### config.mk
export PLATFORM = sky130hd
export DESIGN_NAME = psc_regmap
export DESIGN_NICKNAME = d
export VERILOG_FILES = /design/src/common/psc_pkg.sv /design/src/hw/psc_word_mem.sv /design/src/hw/psc_regmap.sv
export SDC_FILE = /design/constraint.sdc
export NUM_CORES = 2
export LEC_CHECK = 0
export BUFFER_PORTS_ARGS = -buffer_cell sky130_fd_sc_hd__buf_2
export CORE_MARGIN = 1.5
export CORE_UTILIZATION = 25
export CTS_CLUSTER_SIZE = 12
export DETAILED_ROUTE_END_ITERATION = 6
export RECOVER_POWER = 25
export SLEW_MARGIN = 20
export SYNTH_ARGS = -nofsm -noshare
export SYNTH_HDL_FRONTEND = slang
export SYNTH_HIERARCHICAL = 1
export SYNTH_SLANG_ARGS = --single-unit
export TNS_END_PERCENT = 50
### constraint.sdc
create_clock -name REF_CLK -period 4.5 [get_ports REF_CLK]
set_input_delay 0.9 -clock REF_CLK [delete_from_list [all_inputs] [get_ports REF_CLK]]
set_output_delay 0.9 -clock REF_CLK [all_outputs]
set_load 0.01 [all_outputs]
### src/common/psc_pkg.sv
// Address map, register offsets, reset values and types of the register bank
`default_nettype none
package psc_pkg;

    // ************************************************************
    // Bus and bank sizes
    // ************************************************************
    localparam int DATA_W       = 32;
    localparam int ADDR_W       = 32;
    localparam int PERIPH_NUM   = 8;
    localparam int PIDX_W       = 3;
    localparam int OFF_W        = 8;
    localparam int PERIPH_BUS_W = PERIPH_NUM * DATA_W;

    // ************************************************************
    // Address windows
    // ************************************************************
    // Window sizes as address bit counts: 16 Kbyte and 4 Kbyte
    localparam int PERIPH_WIN_BITS = 14;
    localparam int INTC_WIN_BITS   = 12;
    // Lowest address of the top 3 Mbyte of the 4 Gbyte space
    localparam logic [31:0] HIGH_AREA_BASE = 32'hFFD0_0000;
    localparam logic [31:0] PERIPH_BASE    = 32'hFFFC_0000;
    localparam logic [31:0] PERIPH_MASK    = 32'hFFFE_0000;
    localparam logic [31:0] PERIPH_HOLE    = 32'h0000_3F00;
    localparam logic [31:0] INTC_BASE      = 32'hFFFF_F000;
    localparam logic [31:0] INTC_MASK      = 32'hFFFF_F000;
    localparam logic [31:0] INTC_HOLE      = 32'h0000_0F00;

    // ************************************************************
    // Register offsets inside a peripheral window
    // ************************************************************
    localparam logic [7:0] OFF_CTRL_SET = 8'h00;
    localparam logic [7:0] OFF_CTRL_CLR = 8'h04;
    localparam logic [7:0] OFF_CTRL_VAL = 8'h08;
    localparam logic [7:0] OFF_MODE     = 8'h0C;
    localparam logic [7:0] OFF_DATA     = 8'h10;
    localparam logic [7:0] OFF_STATUS   = 8'h14;
    localparam logic [7:0] OFF_IEN_SET  = 8'h18;
    localparam logic [7:0] OFF_IEN_CLR  = 8'h1C;
    localparam logic [7:0] OFF_IEN_VAL  = 8'h20;
    localparam logic [7:0] OFF_IRQ_PEND = 8'h24;

    // Offsets inside the interrupt controller window
    localparam logic [7:0] OFF_INTC_SET  = 8'h00;
    localparam logic [7:0] OFF_INTC_CLR  = 8'h04;
    localparam logic [7:0] OFF_INTC_VAL  = 8'h08;
    localparam logic [7:0] OFF_INTC_PEND = 8'h0C;

    // ************************************************************
    // Reset values and word store layout
    // ************************************************************
    localparam logic [31:0] CTRL_RST    = 32'h0000_0000;
    localparam logic [31:0] IEN_RST     = 32'h0000_0000;
    localparam logic [31:0] RDATA_RST   = 32'h0000_0000;
    localparam logic [7:0]  INTC_EN_RST = 8'h00;
    localparam int          MEM_AW      = PIDX_W + 1;
    localparam int          MEM_DEPTH   = 16;
    localparam logic        SLOT_MODE   = 1'b0;
    localparam logic        SLOT_DATA   = 1'b1;

    // Bus transfer phase, one-hot
    typedef enum logic [2:0] {
        PH_IDLE   = 3'b001,
        PH_SETUP  = 3'b010,
        PH_ACCESS = 3'b100
    } psc_phase_t;

endpackage
`default_nettype wire

### src/hw/psc_word_mem.sv
// Word store for mode and data registers with registered read data
`timescale 1ns/100ps
`default_nettype none
module psc_word_mem (
    // Clock and reset
    input  wire logic                            clk,
    input  wire logic                            rst_n,
    // Write port
    input  wire logic                            wr_en,
    input  wire logic [psc_pkg::MEM_AW-1:0]      wr_addr,
    input  wire logic [psc_pkg::DATA_W-1:0]      wr_data,
    // Read port
    input  wire logic                            rd_en,
    input  wire logic [psc_pkg::MEM_AW-1:0]      rd_addr,
    output logic      [psc_pkg::DATA_W-1:0]      rd_data_ff
);

    logic [psc_pkg::DATA_W-1:0] mem [psc_pkg::MEM_DEPTH];

    // Array holds no reset so it maps onto plain storage
    always_ff @(posedge clk) begin
        if (wr_en) begin
            mem[wr_addr] <= wr_data;
        end
    end

    always_ff @(posedge clk or negedge rst_n) begin
        if (!rst_n) begin
            rd_data_ff <= psc_pkg::RDATA_RST;
        end else if (rd_en) begin
            rd_data_ff <= mem[rd_addr];
        end
    end

endmodule
`default_nettype wire

### src/hw/psc_regmap.sv
// Peripheral bus register bank with set, clear and read aliases
//
// Overview of operation
// [RULE_01] Each peripheral owns a 16 Kbyte window inside the top 3 Mbyte.
// [RULE_02] The interrupt controller window decodes as 4 Kbyte only; the code decodes only its lowest 256 bytes.
// [RULE_03] Window base is its lowest address; offsets count upward from it.
// [RULE_04] Windows hold control, mode, data, status and interrupt registers.
// [RULE_05] Writing ones to the first alias sets those bits.
// [RULE_06] Writing ones to the second alias clears those bits.
// [RULE_07] Reading the third alias returns the stored value.
// [RULE_08] Zero bits written to set or clear aliases leave bits unchanged.
// [RULE_09] Processor reaches registers over the peripheral bus; we answer.
// [RULE_10] Multi-byte words are little-endian: byte 0 sits in bits 7:0.
// [RULE_11] Alias writes apply in their access cycle; clear beats set.
`timescale 1ns/100ps
`default_nettype none
module psc_regmap (
    // Clock and reset
    input  wire logic                                REF_CLK,
    input  wire logic                                NRST,
    // Peripheral bus slave
    input  wire logic                                PSEL,
    input  wire logic                                PENABLE,
    input  wire logic                                PWRITE,
    input  wire logic [psc_pkg::ADDR_W-1:0]          PADDR,
    input  wire logic [psc_pkg::DATA_W-1:0]          PWDATA,
    output logic      [psc_pkg::DATA_W-1:0]          PRDATA,
    // Peripheral side
    input  wire logic [psc_pkg::PERIPH_BUS_W-1:0]    PERIPH_STATUS,
    output logic      [psc_pkg::PERIPH_BUS_W-1:0]    PERIPH_CTRL,
    output logic      [psc_pkg::PERIPH_BUS_W-1:0]    PERIPH_IEN,
    // Interrupt controller side
    output logic      [psc_pkg::PERIPH_NUM-1:0]      INTC_EN,
    output logic      [psc_pkg::PERIPH_NUM-1:0]      INTC_PEND
);

    // ************************************************************
    // Decode and update helpers
    // ************************************************************

    // Hit when inside the high area, matching base and with no
    // address bits set in the unused upper part of the window
    function automatic logic win_hit(
        input logic [31:0] a,
        input logic [31:0] base,
        input logic [31:0] mask,
        input logic [31:0] hole
    );
        win_hit = (a >= psc_pkg::HIGH_AREA_BASE) &&
                  ((a & mask) == base) &&
                  ((a & hole) == '0);
    endfunction

    function automatic logic [psc_pkg::PIDX_W-1:0] periph_index(
        input logic [31:0] a
    );
        periph_index = a[psc_pkg::PERIPH_WIN_BITS +: psc_pkg::PIDX_W];
    endfunction

    function automatic logic [psc_pkg::OFF_W-1:0] reg_offset(
        input logic [31:0] a
    );
        reg_offset = a[psc_pkg::OFF_W-1:0];
    endfunction

    // Clear mask is applied last so it wins over a set of the same bit
    function automatic logic [31:0] apply_alias(
        input logic [31:0] cur,
        input logic [31:0] set_w,
        input logic [31:0] clr_w
    );
        apply_alias = (cur | set_w) & ~clr_w;
    endfunction

    // ************************************************************
    // Declarations
    // ************************************************************
    localparam int N = psc_pkg::PERIPH_NUM;

    psc_pkg::psc_phase_t              phase_ff;
    psc_pkg::psc_phase_t              nxt_phase;
    logic                             p_hit;
    logic                             i_hit;
    logic [psc_pkg::PIDX_W-1:0]       pidx;
    logic [psc_pkg::OFF_W-1:0]        off;
    logic                             setup_cyc;
    logic                             wr_stb;
    logic                             rd_req;
    logic [psc_pkg::DATA_W-1:0]       ctrl_ff   [N];
    logic [psc_pkg::DATA_W-1:0]       ien_ff    [N];
    logic [psc_pkg::DATA_W-1:0]       status_w  [N];
    logic [psc_pkg::DATA_W-1:0]       pend_w    [N];
    logic [psc_pkg::DATA_W-1:0]       ctrl_set  [N];
    logic [psc_pkg::DATA_W-1:0]       ctrl_clr  [N];
    logic [psc_pkg::DATA_W-1:0]       ien_set   [N];
    logic [psc_pkg::DATA_W-1:0]       ien_clr   [N];
    logic [N-1:0]                     intc_en_ff;
    logic [N-1:0]                     intc_src;
    logic [N-1:0]                     intc_set;
    logic [N-1:0]                     intc_clr;
    logic [psc_pkg::DATA_W-1:0]       rd_val;
    logic                             rd_mem;
    logic [psc_pkg::DATA_W-1:0]       rd_ff;
    logic                             from_mem_ff;
    logic                             mem_we;
    logic                             mem_re;
    logic [psc_pkg::MEM_AW-1:0]       mem_addr;
    logic [psc_pkg::DATA_W-1:0]       mem_q;

    // ************************************************************
    // Address decode
    // ************************************************************
    assign p_hit = win_hit(PADDR, psc_pkg::PERIPH_BASE,
                           psc_pkg::PERIPH_MASK,
                           psc_pkg::PERIPH_HOLE);  // [RULE_01]
    assign i_hit = win_hit(PADDR, psc_pkg::INTC_BASE,
                           psc_pkg::INTC_MASK,
                           psc_pkg::INTC_HOLE);    // [RULE_02]
    assign pidx  = periph_index(PADDR);            // [RULE_03]
    assign off   = reg_offset(PADDR);              // [RULE_03]

    // ************************************************************
    // Bus transfer phases
    // ************************************************************
    always_comb begin
        nxt_phase = psc_pkg::PH_IDLE;
        case (phase_ff)
            psc_pkg::PH_SETUP: begin
                if (PSEL && PENABLE) begin
                    nxt_phase = psc_pkg::PH_ACCESS;
                end else if (PSEL) begin
                    nxt_phase = psc_pkg::PH_SETUP;
                end
            end
            default: begin
                if (PSEL && !PENABLE) begin
                    nxt_phase = psc_pkg::PH_SETUP;
                end
            end
        endcase
    end

    always_ff @(posedge REF_CLK or negedge NRST) begin
        if (!NRST) begin
            phase_ff <= psc_pkg::PH_IDLE;
        end else begin
            phase_ff <= nxt_phase;
        end
    end

    // A write lands only in an access cycle that follows its setup cycle
    assign setup_cyc = PSEL && !PENABLE;
    assign wr_stb    = (phase_ff == psc_pkg::PH_SETUP) && PSEL &&
                       PENABLE && PWRITE;                // [RULE_09]
    assign rd_req    = setup_cyc && !PWRITE;

    // ************************************************************
    // Alias strobes
    // ************************************************************
    // Only ones in the written word reach the masks
    always_comb begin
        for (int i = 0; i < N; i++) begin
            ctrl_set[i] = '0;
            ctrl_clr[i] = '0;
            ien_set[i]  = '0;
            ien_clr[i]  = '0;
            if (wr_stb && p_hit && (pidx == psc_pkg::PIDX_W'(i))) begin
                if (off == psc_pkg::OFF_CTRL_SET) begin
                    ctrl_set[i] = PWDATA;                // [RULE_05]
                end else if (off == psc_pkg::OFF_CTRL_CLR) begin
                    ctrl_clr[i] = PWDATA;                // [RULE_06]
                end else if (off == psc_pkg::OFF_IEN_SET) begin
                    ien_set[i] = PWDATA;                 // [RULE_05]
                end else if (off == psc_pkg::OFF_IEN_CLR) begin
                    ien_clr[i] = PWDATA;                 // [RULE_06]
                end
            end
        end
    end

    always_comb begin
        intc_set = '0;
        intc_clr = '0;
        if (wr_stb && i_hit) begin
            if (off == psc_pkg::OFF_INTC_SET) begin
                intc_set = PWDATA[N-1:0];                // [RULE_05]
            end else if (off == psc_pkg::OFF_INTC_CLR) begin
                intc_clr = PWDATA[N-1:0];                // [RULE_06]
            end
        end
    end

    // ************************************************************
    // Control and interrupt enable registers
    // ************************************************************
    always_ff @(posedge REF_CLK or negedge NRST) begin
        if (!NRST) begin
            for (int i = 0; i < N; i++) begin
                ctrl_ff[i] <= psc_pkg::CTRL_RST;
            end
        end else begin
            for (int i = 0; i < N; i++) begin
                ctrl_ff[i] <= apply_alias(ctrl_ff[i], ctrl_set[i],
                                          ctrl_clr[i]); // [RULE_08] [RULE_11]
            end
        end
    end

    always_ff @(posedge REF_CLK or negedge NRST) begin
        if (!NRST) begin
            for (int i = 0; i < N; i++) begin
                ien_ff[i] <= psc_pkg::IEN_RST;
            end
        end else begin
            for (int i = 0; i < N; i++) begin
                ien_ff[i] <= apply_alias(ien_ff[i], ien_set[i],
                                         ien_clr[i]);   // [RULE_08] [RULE_11]
            end
        end
    end

    always_ff @(posedge REF_CLK or negedge NRST) begin
        if (!NRST) begin
            intc_en_ff <= psc_pkg::INTC_EN_RST;
        end else begin
            intc_en_ff <= (intc_en_ff | intc_set) & ~intc_clr; // [RULE_11]
        end
    end

    // ************************************************************
    // Peripheral side wiring
    // ************************************************************
    // Bit 0 of each word is bit 0 of the byte at the lowest address
    for (genvar g = 0; g < N; g++) begin : g_periph
        assign status_w[g] = PERIPH_STATUS[g*psc_pkg::DATA_W +:
                                           psc_pkg::DATA_W];   // [RULE_10]
        assign pend_w[g]   = status_w[g] & ien_ff[g];
        assign intc_src[g] = |pend_w[g];
        assign PERIPH_CTRL[g*psc_pkg::DATA_W +: psc_pkg::DATA_W] =
            ctrl_ff[g];
        assign PERIPH_IEN[g*psc_pkg::DATA_W +: psc_pkg::DATA_W] =
            ien_ff[g];
    end

    assign INTC_EN   = intc_en_ff;
    assign INTC_PEND = intc_src & intc_en_ff;

    // ************************************************************
    // Read selection
    // ************************************************************
    // Set and clear aliases are write-only and read as zero
    always_comb begin
        rd_val = '0;
        rd_mem = 1'b0;
        if (p_hit) begin
            if (off == psc_pkg::OFF_CTRL_VAL) begin
                rd_val = ctrl_ff[pidx];                  // [RULE_07]
            end else if (off == psc_pkg::OFF_MODE) begin
                rd_mem = 1'b1;                           // [RULE_04]
            end else if (off == psc_pkg::OFF_DATA) begin
                rd_mem = 1'b1;                           // [RULE_04]
            end else if (off == psc_pkg::OFF_STATUS) begin
                rd_val = status_w[pidx];                 // [RULE_04]
            end else if (off == psc_pkg::OFF_IEN_VAL) begin
                rd_val = ien_ff[pidx];                   // [RULE_07]
            end else if (off == psc_pkg::OFF_IRQ_PEND) begin
                rd_val = pend_w[pidx];                   // [RULE_04]
            end
        end else if (i_hit) begin
            if (off == psc_pkg::OFF_INTC_VAL) begin
                rd_val = psc_pkg::DATA_W'(intc_en_ff);   // [RULE_07]
            end else if (off == psc_pkg::OFF_INTC_PEND) begin
                rd_val = psc_pkg::DATA_W'(INTC_PEND);
            end
        end
    end

    // Read data is captured in the setup cycle so it is steady
    // for the whole access cycle
    always_ff @(posedge REF_CLK or negedge NRST) begin
        if (!NRST) begin
            rd_ff       <= psc_pkg::RDATA_RST;
            from_mem_ff <= 1'b0;
        end else if (rd_req) begin
            rd_ff       <= rd_val;
            from_mem_ff <= rd_mem;
        end
    end

    assign PRDATA = from_mem_ff ? mem_q : rd_ff;          // [RULE_09]

    // ************************************************************
    // Mode and data word store
    // ************************************************************
    assign mem_we   = wr_stb && p_hit &&
                      ((off == psc_pkg::OFF_MODE) ||
                       (off == psc_pkg::OFF_DATA));      // [RULE_04]
    assign mem_re   = rd_req && rd_mem;
    assign mem_addr = {pidx, (off == psc_pkg::OFF_DATA) ?
                             psc_pkg::SLOT_DATA : psc_pkg::SLOT_MODE};

    psc_word_mem u_word_mem (
        .clk        (REF_CLK),
        .rst_n      (NRST),
        .wr_en      (mem_we),
        .wr_addr    (mem_addr),
        .wr_data    (PWDATA),
        .rd_en      (mem_re),
        .rd_addr    (mem_addr),
        .rd_data_ff (mem_q)
    );

endmodule
`default_nettype wire

Word-level counts from Yosys, hierarchy flattened

Memory sizes are Yosys's and may differ from the RTL's. A register that Yosys moved wholly into a read port is not among the register bits.
Index checks and enable logic that the tools add are counted.

Reduce and logical (&&, ||, !) cells: 38
Eq/ne operators: 19
Magnitude comparators: 2
Bitwise operators: 61
Muxes and demuxes: 80

Operator list:

| kind                 | count |
|---|---|
| $mux 32              | 58 |
| $and 32x32->32       | 24 |
| $not 32->32          | 16 |
| $or 32x32->32        | 16 |
| $bmux 32 s3          | 4 |
| $reduce_or 32->1     | 8 |
| $logic_not 32->1     | 2 |
| $mux 8               | 8 |
| $eq 8x5->1 const B   | 4 |
| $ge 32x32->1 const B | 1 |
| $logic_and 1x1->1    | 22 |
| $eq 20x20->1 const B | 1 |
| $and 8x8->8          | 2 |
| $eq 8x4->1 const B   | 2 |
| $eq 8x6->1 const B   | 2 |
| $eq 15x15->1 const B | 1 |
| $eq 3x3->1 const B   | 4 |
| $eq 3x2->1 const B   | 3 |
| $eq 8x3->1 const B   | 1 |
| $logic_not 8->1      | 1 |
| $not 8->8            | 1 |
| $or 8x8->8           | 1 |
| $mux 1               | 6 |
| $mux 3               | 2 |
| other kinds (7)      | 10 |

Memory bits (writable): 512
Memories: 1
Logic and storage cells: 221
Output and inout bits: 560
Register bits: 556

Memory list:

| memory         | depth | bits a word | rd ports | clocked after memory_dff | write ports | line               | source |
|---|---|---|---|---|---|---|---|
| u_word_mem.mem | 16    | 32          | 1        | 1                        | 1           | psc_word_mem.sv:18 | `logic [psc_pkg::DATA_W-1:0] mem [psc_pkg::MEM_DEPTH];` |

Logic depth before layout (Yosys ltp)

Depth after elaboration: 11
Depth in mapped cells: 11
Gate-level depth less buffers: 6

By module

Netlist, hierarchy kept.

Modules (own cells, without submodules):

| module       | cells each | area each (µm²) | times used | sequential area each (µm²) |
|---|---|---|---|---|
| psc_regmap   | 3245       | 33479.6         | 1          | 13914.6 |
| psc_word_mem | 876        | 20788.7         | 1          | 16175.5 |

Worst setup path after synthesis

OpenSTA, ideal clock, no wires.

Path type: in2reg
From: input port PADDR[9] (netlist name)
To: memory u_word_mem/mem[0][0] (netlist name), enable pin
Slack: -822 ps
Arrival: 4861 ps
Stages: 6
Data required time: 4039 ps
Cell sequence: or4_4 -> nor2_1 -> nand4_1 -> nor4_1 -> or3b_2 -> nor3_1

Longest elaborated chain between the ends: 7
Elaborated cells on any way between the ends: 8
Those cells by class: 1 x order compare; 2 x mux; 5 x reduce/logical

Ends and longest elaborated chain:

| element                          | line               | source |
|---|---|---|
| start, declared                  | psc_regmap.sv:25   | `input wire logic [psc_pkg::ADDR_W-1:0] PADDR,` |
| $ge 32x32->1                     | psc_regmap.sv:49   | `win_hit = (a >= psc_pkg::HIGH_AREA_BASE) &&` |
| $logic_and 1x1->1                | psc_regmap.sv:49   |  |
| $logic_and 1x1->1 *              | psc_regmap.sv:50   | `((a & mask) == base) &&` |
| $logic_and 1x1->1 * (2 in a row) | psc_regmap.sv:295  | `assign mem_we = wr_stb && p_hit &&` |
| named net mem_we                 | psc_regmap.sv:105  | `logic mem_we;` |
| $mux 1 *                         | psc_word_mem.sv:22 | `if (wr_en) begin` |
| $mux 1 (implied by the code) *   | psc_word_mem.sv:23 | `mem[wr_addr] <= wr_data;` |
| end, declared                    | psc_word_mem.sv:18 |  |

Mark *: on every way through the listed nets, which the timed path passes. The rest lies on a longest branch.

Worst setup path in the final report

From: register ien_ff, in the netlist PERIPH_IEN[123]
To: output port INTC_PEND[3] (netlist name)

Longest elaborated chain between the ends: 3

Ends and longest elaborated chain:

| element                         | line              | source |
|---|---|---|
| start, declared                 | psc_regmap.sv:90  | `logic [psc_pkg::DATA_W-1:0] ien_ff [N];` |
| start signal, assigned by index | psc_regmap.sv:212 | `ien_ff[i] <= psc_pkg::IEN_RST;` |
| start signal, assigned by index | psc_regmap.sv:216 | `ien_ff[i] <= apply_alias(ien_ff[i], ien_set[i],` |
| $and 32x32->32                  | psc_regmap.sv:237 | `assign pend_w[g] = status_w[g] & ien_ff[g];` |
| $reduce_or 32->1                | psc_regmap.sv:238 | `assign intc_src[g] = \|pend_w[g];` |
| $and 8x8->8                     | psc_regmap.sv:246 | `assign INTC_PEND = intc_src & intc_en_ff;` |
| end, declared                   | psc_regmap.sv:34  | `output logic [psc_pkg::PERIPH_NUM-1:0] INTC_PEND` |

Every way passes these cells.

==> results.tsv <==
metric	value	unit
cts.clk_slew.worst_paths	0.06	ns
yosysTopAreaCellShare	0.283	
wl_per_cell	41.0	um
slowest_stage	or4_1	
hp-class	primary input to flop	
finalCriticalPeriod	4.44	ns
ys.flop_type	dfrtp_1	
crit_path_start_kind	flop	
cts_made_buffers	115	
synth_edf_count	512	
antenna_found_initial	165	
drv_cap	28	
max_freq	225	MHz
skew	0.0929	ns
arrival	3.54	ns
nets	5254	
drtIter0Drc	6785	
grt-ovfl-total	0	
cts_setup_buffers	0	
synthTopCellsByArea	edfxtp_1 28%, dfrtp_1 27%, mux4_2 12%, a21oi_1 4.6%, a21boi_0 3.7%	
end_kind	output pin	
ant_nets	0	
clk_latency	0.81	ns
powerDensity	329	mW/mm^2
yosys.area_share.xor_xnor	0	
multi_input_area	0.0221	mm^2
cts_root_buf	clkbuf_16	
core	0.215	mm^2
ys_warn_count	6	
grt_pass1_wl	423000	um
synth_mux_area_frac	0.150	
final-hold-violation-count	0	
stdcell_count	7965	
timing.final.crit_share	0.987	
slew_viol_final	1015	
path_class	flop to output pin	
syn_to_final_growth	22.7	%
cts_max_path_buffers	3	
grt_max_degree	110	
max_stage_delay	0.90	ns
cts_hold_buf	0	
ys_seq_area_frac	0.554	
critical_path.max_fanout	5	
whs	0.334	ns
die_w	469	um
status	finished with violations	
drt_wl_total	327000	um
rsz0062_at_grt	no	
pin_count	885	
synth_nets	4446	
synthArstFlopShare	0.535	
drt_drc_violations_left	0	
initial_core_util	0.252	
fin_ws	0.0595	ns
max_slew.worst_pin.slew	2.71	ns
via_per_inst	5.84	
cp.required	3.60	ns
dieHeight	469	um
cts_tree	done	
grt_usage	0.288	
syn_area	0.0543	mm^2
placed_cells	7650	
dr.pass1.iters	6	
path_buf_inv	1	
crit_family	simple AND/OR/NAND/NOR gates	
dieArea	0.220	mm^2
final-setup-viol-count	0	
cts_resized	0	
vias	46479	
io_buffers	884	
fill_cells	21870	
yosysMostFrequentCell	dfrtp_1	
num_rows	170	
hpwl	250000	um
htree_num_levels	3	
yosys_register_bits	1100	
synthDistinctLibCells	85	
synth_commonest_cells	587 x dfrtp_1, 512 x edfxtp_1, 499 x a21oi_1, 288 x mux4_2, 268 x a21boi_0	
place_ws	0.282	ns
grt_pass1_vias	43240	
path_cells	a22o_1 > a221oi_1 > nand3_1 > or4_1 > and2_1 > buf_2	
synth_fa_ha_area_frac	0	
yosysTopAreaCell	edfxtp_1	
seqCellArea	0.0301	mm^2
cts_sinks	1100	
gp_congestion	1.03	
postSynthCellCount	4121	
drive_above_1_share	0.345	
synth-simple-area-share	0.0632	
slew-limit-headroom	-0.804	
synth_compound_area_frac	0.191	
avgSynthCellArea	13.2	um^2
leakage	0.0290	uW
ir_drop	0.342	mV
synth_top_family_by_area	compound AO/OA/AOI/OAI gates	
violations	max-capacitance violations, max-slew violations	
cell type report:
type	count	area share
Sequential cell	1100	0.452
Multi-Input combinational cell	2604	0.332
Timing Repair Buffer	1102	0.102
Tap cell	2838	0.0533
Clock buffer	174	0.0488
Clock inverter	42	0.00750
Antenna cell	99	0.00372
Inverter	6	0.000489
worst paths after layout:
path / endpoint / startpoint / depth (start not counted) / slack (ns)
worst min-delay path: phase_ff[0] / PSEL / 2 / 0.33
max in group asynchronous: PERIPH_CTRL[22] / NRST / 2 / 0.59
min in group asynchronous: PERIPH_IEN[135] / NRST / 1 / 0.82
worst max register to register: u_word_mem/mem[8][23] / phase_ff[0] / 8 / 1.36
worst min register to register: u_word_mem/rd_data_ff[11] / u_word_mem/rd_data_ff[11] / 2 / 0.57
worst max-delay path: INTC_PEND[3] / PERIPH_IEN[123] / 6 / 0.06
layout by cell type, fill, tap and decap left out, drive strengths merged, types with 7 or more instances in the layout:
cell	count
a211oi	17
a21boi	268
a21o	266
a21oi	559
a221oi	51
a22o	14
a22oi	74
a31oi	12
and2	42
and3	16
buf	1058
clkbuf	218
clkinv	33
dfrtp	587
diode	99
edfxtp	512
inv	7
mux2	55
mux2i	85
mux4	296
nand2	245
nand2b	8
nand3	100
nand4	39
nor2	81
nor2b	35
nor3	27
nor4	24
o211ai	46
o21ai	82
o221ai	15
o22ai	60
o31ai	11
registers in the layout, indices dropped and copies added, names as in the netlist:
register / count
INTC_EN: 8
PERIPH_CTRL: 256
PERIPH_IEN: 256
from_mem_ff: 1
phase_ff: 3
rd_ff: 32
u_word_mem/mem: 512
u_word_mem/rd_data_ff: 32
stage by stage:
step | setup TNS [ns] | util | instance area [um^2] | power (uW)
floorplan | -32.71 | - | 54300 | 11500
global placement | 0 | 0.291 | 62700 | 12400
detailed placement | 0 | 0.291 | 62700 | 12400
CTS | 0 | 0.309 | 66500 | 21900
global route | 0 | 0.309 | 66500 | 22400
finish | 0 | 0.309 | 66600 | 21900
power breakdown:
| part | internal [uW] | switching (uW) |
|---|---|---|
| clock | 5260 | 4400 |
| combinational | 471 | 1250 |
| sequential | 10500 | 11.0 |
| total | 16300 | 5660 |
metal layers:
layer	GRT usage	routed length, um	part of all wire
met5	0.000866	724	0.0022
met3	0.101	38400	0.12
met2	0.423	140000	0.43
met4	0.192	26600	0.081
met1	0.356	121000	0.37
cell families (layout without fill, tap and decap cells):
family,count (synthesis),in the layout
compound gates,1526,1526
flops,1100,1100
simple gates,642,642
mux,436,436
buf+inv,417,1324
other cells,0,99
(Power assumes the default switching activity.)
